## config.mk

```make
export PLATFORM = sky130hd
export DESIGN_NAME = ssc_supply_ctrl
export DESIGN_NICKNAME = d
export VERILOG_FILES = /design/src/common/ssc_pkg.sv /design/src/common/ssc_guard_if.sv /design/src/rtl/ssc_overload_guard.sv /design/src/rtl/ssc_supply_ctrl.sv
export SDC_FILE = /design/constraint.sdc
export NUM_CORES = 1
export LEC_CHECK = 0
export ABC_AREA = 1
export BUFFER_PORTS_ARGS = -buffer_cell sky130_fd_sc_hd__buf_2
export CORE_MARGIN = 5
export CORE_UTILIZATION = 35
export DETAILED_ROUTE_END_ITERATION = 10
export GPL_ROUTABILITY_DRIVEN = 0
export HOLD_SLACK_MARGIN = 0.02
export PLACE_DENSITY = 0.61
export SYNTH_ARGS = -nofsm -noshare
export SYNTH_HDL_FRONTEND = slang
export SYNTH_HIERARCHICAL = 1
export SYNTH_SLANG_ARGS = --single-unit
```

## constraint.sdc

```tcl
create_clock -name CLK -period 2.45 [get_ports CLK]
set_clock_uncertainty 0.05 [all_clocks]
set_input_delay 0.49 -clock CLK [delete_from_list [all_inputs] [get_ports CLK]]
set_output_delay 0.49 -clock CLK [all_outputs]
set_load 0.05 [all_outputs]
```

## src/common/ssc_pkg.sv

```systemverilog
// Shared constants and types for the satellite supply control block.
// Assumes a single 250 MHz system clock; all slower rates come from dividers.
package ssc_pkg;
   // Clock and time bases
   localparam int CLK_HZ         = 250_000_000;
   localparam int MS_PER_S       = 1000;
   localparam int TICK_CYCLES    = CLK_HZ / MS_PER_S;
   localparam int T_OFF_MS       = 900;
   localparam int T_ON_DIV       = 10;
   localparam int T_ON_MS        = T_OFF_MS / T_ON_DIV;
   localparam int TONE_HZ        = 22_000;
   localparam int TONE_HALF_CYCLES = CLK_HZ / (2 * TONE_HZ);

   // Counter widths
   localparam int TICK_W         = 18;
   localparam int TONE_W         = 13;
   localparam int CNT_W          = 10;
   localparam logic [CNT_W-1:0] OFF_LAST = CNT_W'(T_OFF_MS - 1);
   localparam logic [CNT_W-1:0] ON_LAST  = CNT_W'(T_ON_MS - 1);

   // System word layout
   localparam int BIT_ENABLE     = 0;
   localparam int BIT_LEVEL      = 1;
   localparam int BIT_BOOST      = 2;
   localparam int BIT_TONE       = 3;
   localparam int BIT_CURRENT_THRESHOLD_SELECT       = 4;
   localparam int BIT_PULSE      = 5;
   localparam int BIT_OVERHEAT   = 6;
   localparam int BIT_OVERLOAD   = 7;
   localparam logic [7:0] WORD_RESET = 8'h00;
   localparam logic [7:0] WR_MASK    = 8'h3F;

   // Serial bus
   localparam logic [4:0] I2C_ADDR_HI = 5'h02;
   localparam logic [3:0] BYTE_BITS   = 4'h8;

   // Serial engine states
   typedef enum logic [2:0] {
      ST_IDLE    = 3'b000,
      ST_ADDR    = 3'b001,
      ST_ACK_A   = 3'b010,
      ST_WRITE   = 3'b011,
      ST_ACK_W   = 3'b100,
      ST_READ    = 3'b101,
      ST_MACK    = 3'b110,
      ST_MACK_OK = 3'b111
   } ssc_i2c_e;

   // Pulsed limit states
   typedef enum logic [1:0] {
      G_NORMAL = 2'b00,
      G_OFF    = 2'b01,
      G_ON     = 2'b10
   } ssc_guard_e;
endpackage

```

## src/common/ssc_guard_if.sv

```systemverilog
// Carrier between the control top and the overload guard.
// Assumes both ends run on the same clock.
interface ssc_guard_if;
   logic pulsed_mode;
   logic overload;
   logic ms_tick;
   logic clear;
   logic output_on;
   logic overload_flag;

   modport ctrl (
      output pulsed_mode, overload, ms_tick, clear,
      input  output_on, overload_flag
   );
   modport guard (
      input  pulsed_mode, overload, ms_tick, clear,
      output output_on, overload_flag
   );
endinterface

```

## src/rtl/ssc_overload_guard.sv

```systemverilog
// Overload guard: pulsed off/on current limit timer and overload flag.
// Assumes overload is already synchronised and ms_tick is a 1 ms pulse.
module ssc_overload_guard
   import ssc_pkg::*;
(
   // Clock and reset
   input wire logic   clk,
   input wire logic   rstn,
   // Guard carrier
   ssc_guard_if.guard g
);
   ssc_guard_e       state;
   logic [CNT_W-1:0] cnt;
   logic             seen;
   logic             flag;
   logic             on_end;

   // Last tick of the on-time
   assign on_end = (state == G_ON) && g.ms_tick && (cnt == ON_LAST);

   // Off/on timer sequence
   always_ff @(posedge clk) begin
      if (!rstn || g.clear || !g.pulsed_mode) begin
         state <= G_NORMAL;
         cnt   <= '0;
         seen  <= 1'b0;
      end else begin
         unique case (state)
            G_NORMAL: if (g.overload) begin
               state <= G_OFF;
               cnt   <= '0;
            end
            G_OFF: if (g.ms_tick) begin
               if (cnt == OFF_LAST) begin
                  state <= G_ON;
                  cnt   <= '0;
                  seen  <= 1'b0;
               end else begin
                  cnt <= cnt + 1'b1;
               end
            end
            G_ON: begin
               if (g.overload)
                  seen <= 1'b1;
               if (on_end) begin
                  cnt <= '0;
                  if (seen || g.overload)
                     state <= G_OFF;
                  else
                     state <= G_NORMAL;
               end else if (g.ms_tick) begin
                  cnt <= cnt + 1'b1;
               end
            end
            default: state <= G_NORMAL;
         endcase
      end
   end

   // Overload flag
   always_ff @(posedge clk) begin
      if (!rstn || g.clear)
         flag <= 1'b0;
      else if (!g.pulsed_mode)
         flag <= g.overload;
      else if (state == G_NORMAL)
         flag <= g.overload;
      else if (on_end && !(seen || g.overload))
         flag <= 1'b0;
   end

   assign g.overload_flag = flag;
   assign g.output_on     = (state != G_OFF);
endmodule

```

## src/rtl/ssc_supply_ctrl.sv

```systemverilog
// Top of the satellite supply control logic: serial slave, system word,
// power and tone control. Assumes all pins are asynchronous to CLK and
// that the analogue side supplies clean overload and overheat levels.
//
// Function
// - Hold 8-bit word; six bits written, all read, two report status.
// - Standby disables power blocks and closes the bypass switch.
// - When active, level bit picks 13 V or 18 V output.
// - Boost bit raises selected output by about one volt.
// - Tone force bit gives continuous 22 kHz tone, ignoring keying.
// - Tone detector data appears on the tone detect output.
// - Threshold bit high picks lower current limit, low the higher.
// - Pulsed mode overload switches output off 900 ms, flag set.
// - Then output on for a tenth of the off-time.
// - Overload still present after on-time repeats the cycle.
// - Clean full on-time resumes normal operation, flag cleared.
// - Static mode flag follows the current clamp state.
// - Overheat shuts power, opens bypass, sets flag until cooled.
// - Supply undervoltage disables every function.
// - Tone detect output is open collector, low during tone.
// - No acknowledge on the serial bus during undervoltage.
// - Address pin level selects one of four slave addresses.
// - Tone force low gates the carrier with the keying input.
module ssc_supply_ctrl
   import ssc_pkg::*;
#(
   parameter int TICK_N = TICK_CYCLES,
   parameter int TONE_N = TONE_HALF_CYCLES
)(
   // Clock and reset
   input  wire logic       CLK,
   input  wire logic       RSTN,
   // Serial bus, open drain data
   input  wire logic       SCL,
   input  wire logic       SDA_IN,
   output wire logic       SDA_OUT,
   output wire logic       SDA_OE_N,
   input  wire logic [1:0] ADDR_SEL,
   // Supply and sensors
   input  wire logic       SUPPLY_LOW,
   input  wire logic       OVERLOAD,
   input  wire logic       OVERTEMP,
   // Tone path
   input  wire logic       TONE_KEYING_INPUT,
   input  wire logic       TONE_SENSE_INPUT,
   output logic            TONE_OUT,
   output wire logic       TONE_DETECT_OUTPUT,
   output logic            TONE_DETECT_OE_N,
   // Power control
   output logic            REG_ENABLE,
   output logic            OUTPUT_ON,
   output logic            LEVEL_18V,
   output logic            BOOST_1V,
   output logic            ILIM_LOW,
   output logic            BYPASS_CLOSE
);
   localparam int NSYNC = 9;

   logic [NSYNC-1:0] sync1;
   logic [NSYNC-1:0] sync2;
   logic             scl_s, sda_s, uvlo_s, ovl_s, ovt_s, key_s, sense_s;
   logic [1:0]       addr_s;
   logic             scl_d, sda_d;
   logic             start, stop, rise, fall;
   ssc_i2c_e         state;
   logic [3:0]       bitcnt;
   logic [7:0]       sh;
   logic             sda_low;
   logic             wr_stb;
   logic [7:0]       ctrl;
   logic [7:0]       rd_word;
   logic [TICK_W-1:0] tick_cnt;
   logic             ms_tick;
   logic [TONE_W-1:0] tone_cnt;
   logic             carrier;
   logic             active;

   ssc_guard_if gi ();

   // Two-stage synchronisers for every pin
   always_ff @(posedge CLK) begin
      if (!RSTN) begin
         sync1 <= {{(NSYNC-2){1'b0}}, 2'b11}; // Bus bits idle high
         sync2 <= {{(NSYNC-2){1'b0}}, 2'b11}; // No false edge on release
      end else begin
         sync1 <= {ADDR_SEL, SUPPLY_LOW, OVERLOAD, OVERTEMP,
                   TONE_KEYING_INPUT, TONE_SENSE_INPUT, SDA_IN, SCL};
         sync2 <= sync1;
      end
   end

   assign scl_s   = sync2[0];
   assign sda_s   = sync2[1];
   assign sense_s = sync2[2];
   assign key_s   = sync2[3];
   assign ovt_s   = sync2[4];
   assign ovl_s   = sync2[5];
   assign uvlo_s  = sync2[6];
   assign addr_s  = sync2[8:7];

   // Previous bus levels for edge detection
   always_ff @(posedge CLK) begin
      if (!RSTN) begin
         scl_d <= 1'b1;
         sda_d <= 1'b1;
      end else begin
         scl_d <= scl_s;
         sda_d <= sda_s;
      end
   end

   // Bus conditions
   assign start = scl_s && scl_d && sda_d && !sda_s;
   assign stop  = scl_s && scl_d && !sda_d && sda_s;
   assign rise  = scl_s && !scl_d;
   assign fall  = !scl_s && scl_d;

   // Read-back word with live status bits
   always_comb begin
      rd_word = ctrl & WR_MASK;
      rd_word[BIT_OVERHEAT] = ovt_s;
      rd_word[BIT_OVERLOAD] = gi.overload_flag;
   end

   // Serial slave engine
   always_ff @(posedge CLK) begin
      if (!RSTN || uvlo_s) begin
         state   <= ST_IDLE;
         bitcnt  <= '0;
         sh      <= '0;
         sda_low <= 1'b0;
         wr_stb  <= 1'b0;
      end else begin
         wr_stb <= 1'b0;
         if (start) begin
            state   <= ST_ADDR;
            bitcnt  <= '0;
            sda_low <= 1'b0;
         end else if (stop) begin
            state   <= ST_IDLE;
            sda_low <= 1'b0;
         end else begin
            unique case (state)
               ST_IDLE: ;
               ST_ADDR, ST_WRITE: begin
                  if (rise) begin
                     sh     <= {sh[6:0], sda_s};
                     bitcnt <= bitcnt + 1'b1;
                  end else if (fall && bitcnt == BYTE_BITS) begin
                     bitcnt <= '0;
                     if (state == ST_WRITE) begin
                        state   <= ST_ACK_W;
                        sda_low <= 1'b1;
                        wr_stb  <= 1'b1;
                     end else if (sh[7:1] == {I2C_ADDR_HI, addr_s}) begin
                        state   <= ST_ACK_A;
                        sda_low <= 1'b1;
                     end else begin
                        state <= ST_IDLE;
                     end
                  end
               end
               ST_ACK_A: if (fall) begin
                  if (sh[0]) begin
                     state   <= ST_READ;
                     sh      <= rd_word;
                     sda_low <= !rd_word[7];
                  end else begin
                     state   <= ST_WRITE;
                     sda_low <= 1'b0;
                  end
               end
               ST_ACK_W: if (fall) begin
                  state   <= ST_WRITE;
                  sda_low <= 1'b0;
               end
               ST_READ: begin
                  if (rise) begin
                     bitcnt <= bitcnt + 1'b1;
                  end else if (fall) begin
                     if (bitcnt == BYTE_BITS) begin
                        state   <= ST_MACK;
                        sda_low <= 1'b0;
                        bitcnt  <= '0;
                     end else begin
                        sh      <= {sh[6:0], 1'b0};
                        sda_low <= !sh[6];
                     end
                  end
               end
               ST_MACK: if (rise) begin
                  state <= sda_s ? ST_IDLE : ST_MACK_OK;
               end
               ST_MACK_OK: if (fall) begin
                  state   <= ST_READ;
                  sh      <= rd_word;
                  sda_low <= !rd_word[7];
               end
            endcase
         end
      end
   end

   // Open-drain data: enable low while pulling low
   assign SDA_OUT  = 1'b0;
   assign SDA_OE_N = !sda_low;

   // System word storage
   always_ff @(posedge CLK) begin
      if (!RSTN || uvlo_s)
         ctrl <= WORD_RESET;
      else if (wr_stb)
         ctrl <= sh & WR_MASK;
   end

   // Millisecond tick for the guard timer
   always_ff @(posedge CLK) begin
      if (!RSTN || tick_cnt == TICK_W'(TICK_N - 1))
         tick_cnt <= '0;
      else
         tick_cnt <= tick_cnt + 1'b1;
   end
   assign ms_tick = (tick_cnt == TICK_W'(TICK_N - 1));

   // Carrier generator
   always_ff @(posedge CLK) begin
      if (!RSTN) begin
         tone_cnt <= '0;
         carrier  <= 1'b0;
      end else if (tone_cnt == TONE_W'(TONE_N - 1)) begin
         tone_cnt <= '0;
         carrier  <= !carrier;
      end else begin
         tone_cnt <= tone_cnt + 1'b1;
      end
   end

   // Guard hookup; pulsed when the select bit is low
   assign gi.pulsed_mode = !ctrl[BIT_PULSE];
   assign gi.overload    = ovl_s;
   assign gi.ms_tick     = ms_tick;
   assign gi.clear       = uvlo_s;

   ssc_overload_guard u_guard (
      .clk  (CLK),
      .rstn (RSTN),
      .g    (gi.guard)
   );

   assign active = ctrl[BIT_ENABLE] && !ovt_s && !uvlo_s;

   // Power and tone outputs
   always_ff @(posedge CLK) begin
      if (!RSTN) begin
         REG_ENABLE   <= 1'b0;
         OUTPUT_ON    <= 1'b0;
         LEVEL_18V    <= 1'b0;
         BOOST_1V     <= 1'b0;
         ILIM_LOW     <= 1'b0;
         BYPASS_CLOSE <= 1'b0;
         TONE_OUT     <= 1'b0;
      end else begin
         REG_ENABLE   <= active;
         OUTPUT_ON    <= active && gi.output_on;
         LEVEL_18V    <= active && ctrl[BIT_LEVEL];
         BOOST_1V     <= active && ctrl[BIT_BOOST];
         ILIM_LOW     <= ctrl[BIT_CURRENT_THRESHOLD_SELECT];
         BYPASS_CLOSE <= !ctrl[BIT_ENABLE] && !ovt_s && !uvlo_s;
         TONE_OUT     <= active && carrier && (ctrl[BIT_TONE] || key_s);
      end
   end

   // Open-collector tone detect output
   assign TONE_DETECT_OUTPUT = 1'b0;
   always_ff @(posedge CLK) begin
      if (!RSTN)
         TONE_DETECT_OE_N <= 1'b1;
      else
         TONE_DETECT_OE_N <= !(sense_s && !uvlo_s);
   end
endmodule

```

==> results.yml <==
sta:
  setup_repair_after_global_routing_missed_its_margin: "false"
  max_slew_headroom_at_the_worst_pin_pct: 64.03
  hold_ws_ps: 280.4
  worst-slew-pin-transition_ps: 538.7
  finalHoldViolCount: 0
  layout_worst_path_cycle_share_pct: 85.27
  finalSetupViolCount: 0
  post-route-min-period_ps: 2089
  finalMaxSlewViolations: 0
  setup_total_negative_slack_ps: 0
  max_freq_mhz: 478.7
finish:
  layout-drive-gt1-share_pct: 11.86
  finish.cell_count_without_fillers: 947
  design_area_final_mm2: 0.005664
  final_util_pct: 40.49
  finish.net_count: 787
  multi_input_area_mm2: 0.002545
  layout_stage_area_growth_over_the_synthesis_result_pct: 12.61
  antenna_cells_inserted: 0
  area.sequential_mm2: 0.001942
  filler_cell_count: 1504
synthesis:
  synth_flop_cell: "dfxtp_1"
  compound_gate_portion_of_the_synthesized_area_pct: 8.706
  yosys.area_share.simple_pct: 36.74
  yosys.area_share.adder_pct: 3.483
  multiplexer_share_of_the_synthesized_area_pct: 0
  netlist_instances: 740
  yosys.area_share.xor_xnor_pct: 1.393
  ys_seq_elements: 97
  synth_enable_flop_cells: 0
  synth.yosys.warnings: 6
  synth-async-reset-ratio_pct: 0
  dominant_combinational_cell_family_by_area_after_synthesis: "simple AND/OR/NAND/NOR gates"
  count_of_unique_library_cells_instantiated_by_yosys: 38
  sequential_share_of_the_synthesized_area_pct: 38.61
  post_syn_area_per_cell_um2: 6.797
  mappedNetlistArea_mm2: 0.005030
worst_setup_path:
  critical-path-max-stage-delay_ps: 390
  critical_path.max_fanout: 10
  timing.setup.critical_path_class: "reg -> reg"
  worst-r2r-setup-slack_ps: 360
  cp_data_required_time_ps: 2670
  cp_common_cell: "nand2_1"
  worst-r2r-cell-count: 11
  cp_cell_sequence: "ha_1 -> nand3_2 -> nor4_2 -> inv_1 -> o21ai_1 -> nand2_2 -> inv_2 -> nand3_1 -> nand2_1 -> nand2_1 -> a21oi_1"
  reg2reg_from: "tick_cnt[0]"
  critical-path-slowest-cell: "dfxtp_1"
  timing.critical_path.to_type: "flop"
  timing.critical_path.from_type: "flop"
  worstReg2RegEnd: "u_guard/cnt[9]"
  critical_path_arrival_ps: 2310
clocking:
  clkSlewWorstSetupHoldPaths_ps: 60
  clock_sinks: 97
  max-clock-path-buffers: 2
  cts-buffers-inserted: 9
  ctsRootBufferMaster: "clkbuf_16"
  clock_tree.htree_level_count: 3
  insertion_delay_ps: 340
  cts_tree: "yes"
drt:
  drt_first_pass_iters: 5
  via_count: 4420
  routed-wl-met2_um: 4680
  drc_violation_count_after_routing: 0
  route.met3.wl_um: 461
  drt-total-wl_um: 10540
  met1_wire_length_um: 5323
  routed_via_density: 4.667
  uppermost_metal_layer_occupied_by_signal_nets: "met4"
  detailedRoute.firstIterationViolations: 361
  post_drt_wl_per_cell_um: 11.13
  route.antenna.remaining_nets: 0
floorplanning:
  start_util_pct: 35.96
  vert_die_dim_um: 129.9
  std_cell_rows: 43
  die_outline_area_mm2: 0.01687
  die_width_um: 129.9
  boundaryPins: 22
  core_ar_mm2: 0.01399
power_and_ir_drop:
  power_leakage_uw: 0.002485
  peakVddDrop_v: 0.0004867
  p_seq_share_pct: 40.8
  share_clk_of_total_power_pct: 39.2
  sw_power_uw: 1215
  internal_power_uw: 2949
  netSwitchingFraction_pct: 29.18
  power_frac_comb_pct: 19.9
  power_density_mw_per_mm2: 735.1
flow_run:
  max-cap-violations: 0
status:
  outcome: "complete, no violations"
placed_design:
  io_buffers: 19
  dp_hpwl_um: 7855
  place.detailed.instances: 931
  placedInstanceArea_mm2: 0.005303
worst_hold_path:
  hold_path.class: "in -> reg"
  hold-path-endpoint: "sync1[5]"
  worstHoldPathCells: 3
  holdCritStartpoint: "OVERLOAD"
global_routing:
  overflow: 0
  number_of_global_route_vias_before_repair: 3977
  grt_util_all_layers_pct: 13.21
  grt_max_degree: 21
  grt_pass1_wl_um: 18190
  antenna_violations_before_repair: 0
registers in the layout, indices dropped and copies added, names as in the netlist, 2 cells and up:
name           flops
sync1              9
u_guard/state      2
u_guard/cnt       10
tick_cnt          18
ctrl               6
bitcnt             4
tone_cnt          13
sync2              9
sh                 8
state              3
worst max path at each step:
stage,start,end,cells after the start
2_1_floorplan,tick_cnt[0],u_guard/cnt[7],9
4_1_cts,tick_cnt[0],u_guard/cnt[9],11
6_report,tick_cnt[0],u_guard/cnt[9],11
5_1_grt,tick_cnt[0],u_guard/cnt[9],11
3_3_place_gp,tick_cnt[0],u_guard/cnt[9],11
3_5_place_dp,tick_cnt[0],u_guard/cnt[9],11
per-stage QoR:
step	worst slack (ps)	total power, uW
floorplan	562.0	2374
global placement	317.5	2552
detailed placement	208.6	2556
CTS	177.2	4224
global route	80.40	4412
finish	361.0	4164
placed cells by master (no fill, tap or decap), types with 3 or more instances in the layout:
cell / instances
a21oi_1: 49
a31oi_1: 3
buf_2: 19
buf_4: 3
bufinv_16: 3
clkbuf_16: 9
dfxtp_1: 97
ha_1: 14
inv_1: 113
inv_2: 12
nand2_1: 177
nand2_2: 6
nand2_4: 4
nand3_1: 61
nand3_2: 7
nand4_1: 20
nor2_1: 81
nor2_2: 6
nor2_4: 5
nor3_1: 20
o21ai_0: 18
o22ai_1: 4
or2_2: 6
xnor2_1: 3
xor2_1: 5
logic make-up after synthesis:
group	after synthesis
flops	97
xor+xnor	8
compound gates	81
other cells	1
simple gates	400
fa+ha+maj	14
buf+inv	139
layout make-up:
cell class	instances	share of cell area, %
Multi-Input combinational cell	505	44.93
Sequential cell	97	34.28
Inverter	127	8.460
Clock buffer	12	4.528
Tap cell	180	3.976
Timing Repair Buffer	22	2.076
Clock inverter	4	1.745
repair_timing:
item,4_1_cts,5_1_grt
setup endpoints to repair,0,1
setup buffers,0,0
gates resized for setup,0,1
hold buffers,0,0
Yosys cell counts (2+ instances only):
cell type / number / share of area (%)
nand2_1: 177 / 13
or2_2: 6 / 0.75
nor3_1: 20 / 2.0
a21oi_1: 49 / 4.9
inv_1: 113 / 8.4
nor2_4: 5 / 1.1
inv_2: 12 / 0.90
nand3_1: 61 / 6.1
o22ai_1: 4 / 0.50
xnor2_1: 3 / 0.52
clkbuf_1: 3 / 0.22
nand3_2: 7 / 1.4
or2_0: 2 / 0.25
nand4_1: 20 / 2.5
buf_2: 2 / 0.20
nand2_4: 4 / 0.90
nor2_1: 81 / 6.0
nor3_2: 2 / 0.40
xor2_1: 5 / 0.87
nor2_2: 6 / 0.75
nand2_2: 6 / 0.75
o21ai_0: 18 / 1.8
a31oi_1: 3 / 0.37
buf_4: 5 / 0.75
nor4_1: 2 / 0.25
o21ai_1: 2 / 0.20
dfxtp_1: 97 / 39
ha_1: 14 / 3.5
a21oi_2: 2 / 0.35
worst max-delay path: cells and delay by family, from the launching register on:
kind	cells	cell delay, ps
adder cells (fa/ha/maj)	1	220
AO/OA/AOI/OAI	2	210
flip-flops	1	390
buffers and inverters	2	270
AND/OR/NAND/NOR	6	860
power by group through the flow:
stage               Clock, uW  Combinational (uW)  Sequential (uW)
detailed placement          0                 820             1740
global placement            0                 817             1740
finish                   1630                 830             1700
floorplan                   0                 653             1720
CTS                      1700                 824             1700
global route             1760                 941             1710
metal layers:
metal,up-vias,track usage (%)
li1,2381,-
met1,1955,17.75
met2,78,20.84
met3,6,3.807
met4,0,3.606
met5,-,0
Note: power is estimated with default switching activity, not from simulation.
